## config.mk

```make
export PLATFORM = sky130hd
export DESIGN_NAME = gamma_dac_latch_control
export DESIGN_NICKNAME = d
export VERILOG_FILES = /design/src/rtl/gamma_pkg.sv /design/src/rtl/bank_if.sv /design/src/rtl/dac_bank.sv /design/src/rtl/gamma_dac_latch_control.sv /design/src/rtl/pin_front.sv
export SDC_FILE = /design/constraint.sdc
export NUM_CORES = 1
export LEC_CHECK = 0
export BUFFER_PORTS_ARGS = -buffer_cell sky130_fd_sc_hd__buf_4
export CORE_MARGIN = 2
export CORE_UTILIZATION = 59
export DETAILED_ROUTE_END_ITERATION = 8
export GPL_ROUTABILITY_DRIVEN = 0
export PLACE_DENSITY_LB_ADDON = 0.05
export SLEW_MARGIN = 20
export SYNTH_ARGS = -nofsm -noshare
export SYNTH_HDL_FRONTEND = slang
export SYNTH_HIERARCHICAL = 1
export SYNTH_SLANG_ARGS = --single-unit
```

## constraint.sdc

```tcl
create_clock -name core_clk -period 3.31 [get_ports core_clk]
set_input_delay 0.331 -clock core_clk [delete_from_list [all_inputs] [get_ports core_clk]]
set_output_delay 0.331 -clock core_clk [all_outputs]
set_load 0.01 [all_outputs]
```

## src/rtl/gamma_pkg.sv

```systemverilog
// Notes on behaviour
// - twenty channels, eighteen gamma plus two common-voltage, each a ten-bit code.
// - analog level is low ref plus code times span over 1024.
// - general-call address byte 00h is always acknowledged.
// - general-call data 06h is acknowledged, then a full reset follows.
// - other general-call data bytes are not acknowledged and reset nothing.
// - power-up reset puts every channel at the mid-level default code.
// - channel byte with prefix 100 and valid channel resets all channels.
// - prefix 010 resets only the addressed channel after its two data bytes.
// - each channel has a storage register and a separate output register.
// - latch pin low, each storage write passes straight to its output.
// - latch pin high holds outputs; its falling edge updates all together. Prefix 100 and 010 resets still load outputs while the latch pin is high.
// - latch high, bit 15 set updates all outputs after the low byte.
// - general-call and power-up resets load outputs whatever the latch pin.
// - common-voltage channels are written independently of gamma channels.
// - device answers at address byte 74h.
// - channel number in low five bits; only 0 to 19 acknowledged.
// - value sent high byte first, two code bits in it; store after low.
// - stop or start before the low byte leaves storage untouched.
`default_nettype none
package gamma_pkg;
  localparam int CHAN_COUNT = 20;
  localparam int CODE_W = 10;
  localparam logic [9:0] DEFAULT_CODE = 10'h200; // (href - lref)/2 point
  localparam logic [7:0] DEV_ADDR_BYTE = 8'h74; // write address, r/w bit 0
  localparam logic [7:0] GC_ADDR = 8'h00;
  localparam logic [7:0] GC_RESET = 8'h06;
  localparam logic [4:0] CHAN_LAST = 5'h13;
  localparam logic [2:0] PREFIX_WRITE = 3'h0;
  localparam logic [2:0] PREFIX_RST_ALL = 3'h4;
  localparam logic [2:0] PREFIX_RST_ONE = 3'h2;
  localparam int LATCH_BIT = 7; // bit 15 of the word, bit 7 of high byte
  localparam logic [3:0] BITS_PER_BYTE = 4'h8;

  typedef enum logic [2:0] {
    PH_IDLE = 3'b000,
    PH_ADDR = 3'b001,
    PH_CHAN = 3'b011,
    PH_MSB = 3'b010,
    PH_LSB = 3'b110,
    PH_GCDATA = 3'b111,
    PH_IGNORE = 3'b101
  } phase_t;
endpackage
`default_nettype wire

```

## src/rtl/bank_if.sv

```systemverilog
`timescale 1ns/1ns
`default_nettype none
// control strobes from the bus engine into the channel bank
interface bank_if;
  logic wrEn;
  logic [4:0] chan;
  logic [9:0] code;
  logic latchAll;
  logic directMode;
  logic resetAll;
  logic resetOne;
  modport ctrl (
    output wrEn, chan, code, latchAll, directMode, resetAll, resetOne
  );
  modport bank (
    input wrEn, chan, code, latchAll, directMode, resetAll, resetOne
  );
endinterface
`default_nettype wire

```

## src/rtl/dac_bank.sv

```systemverilog
`timescale 1ns/1ns
`default_nettype none
// storage and output registers, one pair per channel
module dac_bank import gamma_pkg::*; (
  input wire logic clk,
  input wire logic rst_n,
  bank_if.bank bif,
  output logic [CHAN_COUNT-1:0][CODE_W-1:0] outCode
);
  logic [CODE_W-1:0] store_q [CHAN_COUNT];
  logic [CODE_W-1:0] out_q [CHAN_COUNT];

  generate
    for (genvar g = 0; g < CHAN_COUNT; g++) begin : g_chan
      logic hit;
      logic rstHit;
      logic [CODE_W-1:0] store_d;
      logic [CODE_W-1:0] out_d;
      // each channel decodes its own index, so the two common-voltage
      // channels never couple with the gamma ones
      assign hit = bif.wrEn && (bif.chan == 5'(g));
      assign rstHit = bif.resetAll ||
        (bif.resetOne && (bif.chan == 5'(g)));
      assign store_d = rstHit ? DEFAULT_CODE :
        (hit ? bif.code : store_q[g]);
      // a latch-all in the same cycle as a write carries that write
      assign out_d = rstHit ? DEFAULT_CODE :
        bif.latchAll ? store_d :
        (hit && bif.directMode) ? bif.code : out_q[g];
      always_ff @(posedge clk or negedge rst_n) begin
        if (!rst_n) begin
          store_q[g] <= DEFAULT_CODE;
          out_q[g] <= DEFAULT_CODE;
        end else begin
          store_q[g] <= store_d;
          out_q[g] <= out_d;
        end
      end
      assign outCode[g] = out_q[g];
    end
  endgenerate
endmodule // dac_bank
`default_nettype wire

```

## src/rtl/gamma_dac_latch_control.sv

```systemverilog
`timescale 1ns/1ns
`default_nettype none
// two-wire slave front end and latch control for the channel bank;
// the analog stage turns each chanCode into lref + code*(href-lref)/1024
module gamma_dac_latch_control import gamma_pkg::*; (
  input wire logic core_clk,
  input wire logic rst_n,
  input wire logic sclIn,
  input wire logic sdaIn,
  output logic sdaOut,
  output logic sdaOe_n,
  input wire logic outputLatchPin,
  output logic [CHAN_COUNT-1:0][CODE_W-1:0] chanCode
);
  logic [2:0] syncLvl;
  logic [2:0] prevLvl;
  phase_t phase_q, phase_d;
  logic [3:0] bitCnt_q;
  logic ackSlot_q;
  logic [7:0] shift_q;
  logic [7:0] msb_q;
  logic [4:0] chan_q;
  logic rstPend_q;
  logic rstOne_q;
  logic sdaOe_n_q;
  logic sdaOut_q;
  bank_if bif ();

  pin_front #(.W(3)) u_front (
    .clk(core_clk),
    .rst_n(rst_n),
    .rawIn({outputLatchPin, sdaIn, sclIn}),
    .syncQ(syncLvl),
    .prevQ(prevLvl)
  );

  dac_bank u_bank (
    .clk(core_clk),
    .rst_n(rst_n),
    .bif(bif),
    .outCode(chanCode)
  );

  // bus events, all from synchronised levels
  wire sclRise = syncLvl[0] & ~prevLvl[0];
  wire sclFall = ~syncLvl[0] & prevLvl[0];
  wire sdaLvl = syncLvl[1];
  wire busStart = syncLvl[0] & prevLvl[0] & prevLvl[1] & ~syncLvl[1];
  wire busStop = syncLvl[0] & prevLvl[0] & ~prevLvl[1] & syncLvl[1];
  wire latchHigh = syncLvl[2];
  wire latchFall = prevLvl[2] & ~syncLvl[2];

  // byte decode
  wire byteDone = sclFall & ~ackSlot_q & (bitCnt_q == BITS_PER_BYTE);
  wire addrIsDev = (shift_q == DEV_ADDR_BYTE);
  wire addrIsGc = (shift_q == GC_ADDR);
  wire gcIsReset = (shift_q == GC_RESET);
  wire [2:0] prefix = shift_q[7:5];
  wire chanOk = (shift_q[4:0] <= CHAN_LAST);
  wire prefixOk = (prefix == PREFIX_WRITE) || (prefix == PREFIX_RST_ALL) ||
    (prefix == PREFIX_RST_ONE);
  wire inAddr = (phase_q == PH_ADDR);
  wire inChan = (phase_q == PH_CHAN);
  wire inMsb = (phase_q == PH_MSB);
  wire inLsb = (phase_q == PH_LSB);
  wire inGc = (phase_q == PH_GCDATA);
  wire ackNow = (inAddr & (addrIsDev | addrIsGc)) |
    (inChan & chanOk & prefixOk) | inMsb | inLsb | (inGc & gcIsReset);

  // next protocol phase after a whole byte; reads are not served
  always_comb begin
    phase_d = phase_q;
    unique case (phase_q)
      PH_IDLE: phase_d = PH_IDLE;
      PH_ADDR: phase_d = addrIsDev ? PH_CHAN :
        (addrIsGc ? PH_GCDATA : PH_IGNORE);
      PH_CHAN: phase_d = (chanOk & prefixOk) ? PH_MSB : PH_IGNORE;
      PH_MSB: phase_d = PH_LSB;
      PH_LSB: phase_d = PH_CHAN;
      PH_GCDATA: phase_d = PH_IGNORE;
      PH_IGNORE: phase_d = PH_IGNORE;
    endcase
  end

  // strobes into the bank; only a finished low byte raises wrEn
  assign bif.wrEn = byteDone & inLsb & ~rstPend_q;
  assign bif.chan = chan_q;
  assign bif.code = {msb_q[1:0], shift_q};
  assign bif.directMode = ~latchHigh;
  assign bif.latchAll = latchFall |
    (byteDone & inLsb & ~rstPend_q & msb_q[LATCH_BIT] & latchHigh);
  assign bif.resetAll =
    (byteDone & inChan & chanOk & (prefix == PREFIX_RST_ALL)) |
    (byteDone & inGc & gcIsReset);
  assign bif.resetOne = byteDone & inLsb & rstPend_q & rstOne_q;

  // phase, bit counter and acknowledge slot
  always_ff @(posedge core_clk or negedge rst_n) begin
    if (!rst_n) begin
      phase_q <= PH_IDLE;
      bitCnt_q <= 4'h0;
      ackSlot_q <= 1'b0;
      sdaOe_n_q <= 1'b1;
    end else if (busStart) begin
      phase_q <= PH_ADDR; // repeated start also aborts a half word
      bitCnt_q <= 4'h0;
      ackSlot_q <= 1'b0;
      sdaOe_n_q <= 1'b1;
    end else if (busStop) begin
      phase_q <= PH_IDLE;
      bitCnt_q <= 4'h0;
      ackSlot_q <= 1'b0;
      sdaOe_n_q <= 1'b1;
    end else if (byteDone) begin
      phase_q <= phase_d;
      bitCnt_q <= 4'h0;
      ackSlot_q <= 1'b1;
      sdaOe_n_q <= ~ackNow;
    end else if (sclFall & ackSlot_q) begin
      ackSlot_q <= 1'b0;
      sdaOe_n_q <= 1'b1; // release after the ninth clock
    end else if (sclRise & ~ackSlot_q & (phase_q != PH_IDLE) &
                 (bitCnt_q != BITS_PER_BYTE)) begin
      bitCnt_q <= bitCnt_q + 4'h1;
    end
  end

  // data path: shifter and captured fields
  always_ff @(posedge core_clk or negedge rst_n) begin
    if (!rst_n) begin
      shift_q <= 8'h00;
      msb_q <= 8'h00;
      chan_q <= 5'h00;
      rstPend_q <= 1'b0;
      rstOne_q <= 1'b0;
    end else begin
      if (sclRise & ~ackSlot_q) begin
        shift_q <= {shift_q[6:0], sdaLvl};
      end
      if (byteDone & inChan) begin
        chan_q <= shift_q[4:0];
        rstPend_q <= (prefix != PREFIX_WRITE);
        rstOne_q <= (prefix == PREFIX_RST_ONE);
      end
      if (byteDone & inMsb) begin
        msb_q <= shift_q;
      end
    end
  end

  // the pin only ever pulls low, its data level never changes
  always_ff @(posedge core_clk or negedge rst_n) begin
    if (!rst_n) begin
      sdaOut_q <= 1'b0;
    end else begin
      sdaOut_q <= 1'b0;
    end
  end

  assign sdaOe_n = sdaOe_n_q;
  assign sdaOut = sdaOut_q;
endmodule // gamma_dac_latch_control
`default_nettype wire

```

## src/rtl/pin_front.sv

```systemverilog
`timescale 1ns/1ns
`default_nettype none
// two-flop synchronisers plus one history stage for edge finding
module pin_front #(
  parameter int W = 3
) (
  input wire logic clk,
  input wire logic rst_n,
  input wire logic [W-1:0] rawIn,
  output logic [W-1:0] syncQ,
  output logic [W-1:0] prevQ
);
  logic [W-1:0] meta_q;

  // idle bus and idle latch pin are high, so reset to ones
  generate
    for (genvar i = 0; i < W; i++) begin : g_sync
      always_ff @(posedge clk or negedge rst_n) begin
        if (!rst_n) begin
          meta_q[i] <= 1'b1;
          syncQ[i] <= 1'b1;
          prevQ[i] <= 1'b1;
        end else begin
          meta_q[i] <= rawIn[i];
          syncQ[i] <= meta_q[i];
          prevQ[i] <= syncQ[i];
        end
      end
    end
  endgenerate
endmodule // pin_front
`default_nettype wire
```

Word-level counts from Yosys, hierarchy flattened
Index checks and enable logic that the tools add are counted.
{ "classes": {"eq_ne": 32, "magnitude_cmp": 1, "add_sub_neg": 1, "n_reduce_logical": 113, "bitwise": 46, "muxes": 120} }
{ "ops": {"columns": ["cell", "count"], "rows": [
  ["$mux 10", 100],
  ["$reduce_bool 3->1", 23],
  ["$logic_and 1x1->1", 60],
  ["$eq 5x4->1 const B", 8],
  ["$and 1x1->1", 31],
  ["$logic_or 1x1->1", 22],
  ["$eq 5x3->1 const B", 4],
  ["$eq 5x5->1 const B", 4],
  ["$mux 4", 5],
  ["$pmux 3 s6", 1],
  ["$mux 3", 5],
  ["$eq 3x3->1 const B", 4],
  ["$eq 5x2->1 const B", 2],
  ["$eq 3x2->1 const B", 3],
  ["$eq 8x3->1 const B", 1],
  ["$eq 8x7->1 const B", 1],
  ["$logic_not 8->1", 1],
  ["$mux 1", 8],
  ["$ne 4x4->1 const B", 2],
  ["$not 1->1", 8],
  ["$reduce_bool 4->1", 2],
  ["$or 1x1->1", 7],
  ["$logic_not 3->1", 2],
  ["$eq 5x1->1 const B", 1],
  ["8 further kinds", 8]
]} }
{ "word_totals": {"word_cells": 371, "inputBits": 5, "regBits": 441, "out_inout_bits": 202} }

Logic depth before layout (Yosys ltp)
{ "logic_depth": {"ltp_word": 12, "depth_mapped": 14, "depth_no_buf": 10} }

Cells and area by module
The synthesis kept the hierarchy.
{ "by_module_without_submodules": {"columns": ["mod", "area_each_um2", "n_inst", "seq_area_each_um2", "cells_per_inst"], "rows": [
  ["dac_bank", 18930.7, 1, 10059.6, 1787],
  ["gamma_dac_latch_control", 1435.1, 1, 676.9, 136],
  ["pin_front", 236.5, 1, 236.5, 9]
]} }

Worst setup path before layout
OpenSTA, ideal clock, no wires.
{ "synth_path": {"kind": "register to register", "from": "register u_front.prevQ[0]", "to": "register u_bank.out_q, in the netlist u_bank/outCode[120]", "setup_ns": 0.079, "period_less_slack_ns": 3.030, "required_time_ns": 3.231, "setup_slack_ns": 0.280, "stages_incl_launch_ff": 11, "path_buffers": 4, "t_arrival_ns": 2.951, "path_cell_list": "dfstp_2 > or3b_4 > nor2_1 > nand3_1 > o32ai_1 > buf_2 > buf_2 > buf_2 > clkbuf_1 > o21ai_1 > o2bb2ai_1"} }
{ "synth_via": {"elab_cells_between_ends": 25, "cone_classes": "mux: 4; bitwise: 16; reduce/logical: 5"} }
{ "synth_lines": {"columns": ["element", "line", "rtl"], "rows": [
  ["from (decl)", "pin_front.sv:11", "output logic [W-1:0] prevQ"],
  ["from (signal, indexed assignment)", "pin_front.sv:26", "prevQ[i] <= syncQ[i];"],
  ["$and 1x1->1 (*)", "gamma_dac_latch_control.sv:46", "wire sclFall = ~syncLvl[0] & prevLvl[0];"],
  ["$and 1x1->1 (*) (2 in a row)", "gamma_dac_latch_control.sv:54", "wire byteDone = sclFall & ~ackSlot_q & (bitCnt_q == BITS_PER_BYTE);"],
  ["$and 1x1->1 (*) (4 in a row)", "gamma_dac_latch_control.sv:91", "(byteDone & inLsb & ~rstPend_q & msb_q[LATCH_BIT] & latchHigh);"],
  ["$or 1x1->1 (*)", "gamma_dac_latch_control.sv:90", "assign bif.latchAll = latchFall |"],
  ["via bif.latchAll", "bank_if.sv:8", "logic latchAll;"],
  ["$mux 10", "dac_bank.sv:28", "bif.latchAll ? store_d :"],
  ["$mux 10", "dac_bank.sv:27", "assign out_d = rstHit ? DEFAULT_CODE :"],
  ["to (signal, indexed assignment)", "dac_bank.sv:36", "out_q[g] <= out_d;"],
  ["to (decl)", "dac_bank.sv:11", "logic [CODE_W-1:0] out_q [CHAN_COUNT];"]
]} }
The timed path passes the listed nets; every way through them passes the cells marked *.
A chain may end at the register's enable or synchronous reset.

Final worst setup path
{ "layout_path": {"from": "register u_front.prevQ[0]", "to": "register u_bank.out_q, in the netlist u_bank/outCode[90]"} }
{ "layout_via": {"elab_cells_between_ends": 25, "cone_classes": "mux: 4; bitwise: 16; reduce/logical: 5"} }
{ "layout_lines": {"columns": ["element", "line", "rtl"], "rows": [
  ["$and 1x1->1 (*)", "gamma_dac_latch_control.sv:46", null],
  ["$and 1x1->1 (*) (2 in a row)", "gamma_dac_latch_control.sv:54", null],
  ["$and 1x1->1 (*) (2 in a row)", "gamma_dac_latch_control.sv:86", "assign bif.wrEn = byteDone & inLsb & ~rstPend_q;"],
  ["via bif.wrEn", "bank_if.sv:5", "logic wrEn;"],
  ["$and 1x1->1 or $logic_and 1x1->1 (tied branches)", "gamma_dac_latch_control.sv:91, dac_bank.sv:21", null],
  ["$and 1x1->1 or $mux 10 (tied branches)", "gamma_dac_latch_control.sv:91, dac_bank.sv:25", null],
  ["$or 1x1->1 or $mux 10 (tied branches)", "gamma_dac_latch_control.sv:90, dac_bank.sv:24", null],
  ["$mux 10", "dac_bank.sv:28", null],
  ["$mux 10", "dac_bank.sv:27", null]
]} }
Marked as above.

==> results.md <==
- The highest layer touched by signal routing is met4.
- The cell count after synthesis is just under 2,000.
- The relative slew slack is 32.1%.
- In this run the cell area measured after placement is about 0.023 sq mm.
- In the synthesized netlist the async set-or-reset flop fraction comes to 100%.
- The detailed-route vias per instance is around 6.2.
- The number of nets handed over by synthesis was roughly 1,900.
- Power spread over the standard cell area amounts to a little over 600 mW/mm^2.
- Setup violations remaining at the end of the flow were counted as 0.
- The H-tree generated during clock tree synthesis spans 2 levels.
- The residual overflow from global routing is 0.
- The summed area of non-filler cells in the final layout is 0.0242 sq mm.
- Clock latency on the worst-skew pair, taken at its later pin, is 0.54 ns.
- The commonest cells after synthesis are sky130_fd_sc_hd__nand2_1 (428), sky130_fd_sc_hd__dfrtp_1 (386), sky130_fd_sc_hd__a21oi_1 (203).
- In the final routed layout, each cell accounts on average for 21.9 um.
- By area the synthesized netlist is led by sky130_fd_sc_hd__dfrtp_1 (47%), sky130_fd_sc_hd__mux2i_1 (7.9%), sky130_fd_sc_hd__nand2_1 (7.8%).
- In this run, placement finished with an instance count of 2,528.
- The type of origin of the critical path is a flip-flop.
- The area growth from synthesis to layout is 17.4%.
- The die width is roughly 190 um.
- The violation count after the first detailed-routing iteration is between 1,500 and 2,000.
- The master cell of the clock root buffer is sky130_fd_sc_hd__clkbuf_16.
- Along the worst path, the maximum fanout reaches 12.
- The via count of the first global-routing pass is 15,900.
- The largest incremental delay on the critical path is 0.59 ns.
- The boundary pin count is 207.
- The synthesized design contains 0 enable-type register cells.
- The final clock period utilization by the worst path is 95.6%.
- The number of hold violations in the final report is 0.
- The setup total negative slack is 0 ns.
- The endpoint type of the worst setup path is a flip-flop.
- The HPWL reported at the end of detailed placement is 35,700 um.
- For this block, the via count after detailed routing is 16,200.
- The global-route wire length before repair is just over 90,000 um.
- The met2 routed wirelength is roughly 27,000 um.
- The clock-pin transition on the worst setup and hold timing paths is 0.06 ns.
- Setup repair after global routing left no endpoint under its margin.
- The number of clock buffers added by TritonCTS is 44.
- The flip-flop and latch count after synthesis is 436.
- The routed wire length is 57,100 um.
- The clock net sink count is 436.
- The starting utilization of the core area is 59.8%.
- The flow ran to the end, and the final reports show no timing, DRC or antenna violations.
- The detailed-routing wirelength on met1 is 25,200 um.
- The maximum number of pins on one net before global-route repair is 97.
- The synthesis warning total is 6.
- The final period demand of the worst path is 3.16 ns.
- Global routing used 31.8% of the available tracks.
- The number of antenna-violating nets in the routed design is 0.
- The max-slew violation count is 0.
- Input and output buffers added on the ports amount to ~200.
- The wire length on met3 is between 3000 and 4000 um.
- Among all cell types in the netlist, the one instantiated most often is sky130_fd_sc_hd__nand2_1.
- In this run the static leakage power is ~11 nW.
- The initial antenna violation count is 0.
- The min-delay analysis places its worst path in the category flip-flop to flip-flop.
- The total setup buffers inserted after CTS is 0.
- The number of instances on the worst hold path is 0.
- The kind of critical path is flip-flop to flip-flop.
- A synthesized cell averages 10.7 sq um.
- The finished layout holds 2,612 standard cells, fillers aside.
- TritonCTS built the clock tree.
- For the pin with the worst max-slew slack, the measured transition is 1.02 ns.
- The critical path goes through or3b_4 > nor2_1 > nand3_1 > nor2_1 > buf_4 > nand4bb_1 > buf_4 > o21ai_2 > mux2i_1 > o2bb2ai_1.
- The number of nets at the end of the flow is about 2,100.
- The top cell type by area accounts for 46.9% of the synthesized area.
- Counting distinct cell types in the post-synthesis netlist gives 84.
- STA puts the critical path data required time at 3.71 ns.
- Between clock sinks in the finished design, the worst skew comes to 0.0133 ns.
- The number of cell rows is 68.
- The leading area contributor after synthesis is sky130_fd_sc_hd__dfrtp_1.
- The leading register cell type out of synthesis is sky130_fd_sc_hd__dfrtp_1.
- For this run, the detailed router's first-pass iteration total came to 5.
- The post-route DRC violation count is 0.
- The die area is 0.0364 sq mm.
- The sequential area share after synthesis is 53.3%.
- Max-cap violations in this run came to 0.
- The total core area is about 0.034 sq mm.
- The fraction of layout cells with a size suffix above 1 is 23.7%.
- The die is 191 um tall.
- Based on the critical path, the design can be clocked at up to 316 MHz.
- The arrival time at the worst endpoint is 3.56 ns.
- The repair_antennas step left the layout with diodes totalling 0.
- The worst-case IR drop observed on VDD is 0.000361 V.
- The number of cells on the worst reg-to-reg path is 10.
- On the critical path, the stage with the largest delay is an instance of sky130_fd_sc_hd__dfstp_2.
- The largest buffer count on any clock path is 3.
- After synthesis the cells add up to around 0.021 sq mm.
==> sequential cells by signal, summed over array words and instances (netlist names), 3 cells and up <==
name	flops
bif.chan	5
bitCnt_q	4
msb_q	3
phase_q	3
shift_q	8
u_bank/outCode	200
u_bank/store_q	200
u_front/meta_q	3
u_front/prevQ	3
u_front/syncQ	3
==> power by group <==
group,switching (W),total [W],internal (W)
Combinational,0.00202,0.00354,0.00152
Sequential,0.000454,0.00643,0.00598
Clock,0.00200,0.00481,0.00281
==> placed cells by master, fill, tap and decap left out, drive strengths merged, types with 5 or more instances in the layout <==
cell     instances
nand2          429
nand3           22
a21oi          203
nor2b            8
o211a           15
a211oi          18
dfrtp          386
and2             5
nor2            31
nand2b          10
or2              5
inv             19
mux2            33
buf            285
o2bb2ai        179
mux2i          162
dfstp           50
a21o            22
o21ai           47
a2bb2oi         10
a31oi            6
and4bb           6
and3            24
clkbuf          75
nor3            11
o311ai          15
==> final timing paths <==
kind,endpoint,from,slack [ns]
setup / recovery,u_bank/outCode[90],u_front/prevQ[0],0.15
hold / removal,u_front/syncQ[2],u_front/meta_q[2],0.35
setup reg to reg,u_bank/outCode[90],u_front/prevQ[0],0.15
hold reg to reg,u_front/syncQ[2],u_front/meta_q[2],0.35
max in group asynchronous,u_bank/outCode[149],rst_n,1.89
min in group asynchronous,u_bank/outCode[57],rst_n,0.41
==> critical path: cells and delay by family (launching register included) <==
kind / cells / cell delay [ns]
and+or+nand+nor: 5 / 1.09
DFF: 1 / 0.59
AOI/OAI and AO/OA: 2 / 0.56
buffers and inverters: 2 / 0.46
muxes: 1 / 0.32
==> cell type report <==
class	instances	area, sq um
flip-flops and latches	436	11000
fillers	2586	10300
multi-input cells	1333	8900
repair buffers	289	2300
clock buffers	75	1300
well taps	455	569
clock inverters	5	75.1
inverters	19	71.3
==> metal layers <==
metal	track usage, %	vias up
li1	-	7293
met1	47.0	8212
met2	49.8	650
met3	3.92	92
met4	8.83	0
met5	0	-
==> metrics by stage <==
step	utilization [%]	hold slack, ns	setup WS [ns]	total power [W]
global route	70.2	0.355	0.00657	0.0154
global placement	66.0	0.346	0.246	0.00998
CTS	70.1	0.340	0.145	0.0149
detailed placement	66.0	0.347	0.168	0.0100
finish	70.2	0.346	0.147	0.0148
floorplan	-	0.0354	0.280	0.00817
==> cell families after synthesis <==
kind of cell,count (synthesis),synth area share [%]
fa+ha+maj,2,0.121
other cells,1,0.0182
flops,436,53.3
xor+xnor,4,0.170
buf+inv,163,3.87
simple gates,580,12.6
mux,195,9.67
compound gates,551,20.3
==> repair_timing <==
item	CTS	global route
hold buffers	4	0
setup endpoints to repair	0	30
hold endpoints to repair	77	0
gates resized for setup	0	6
(Power assumes the default switching activity.)
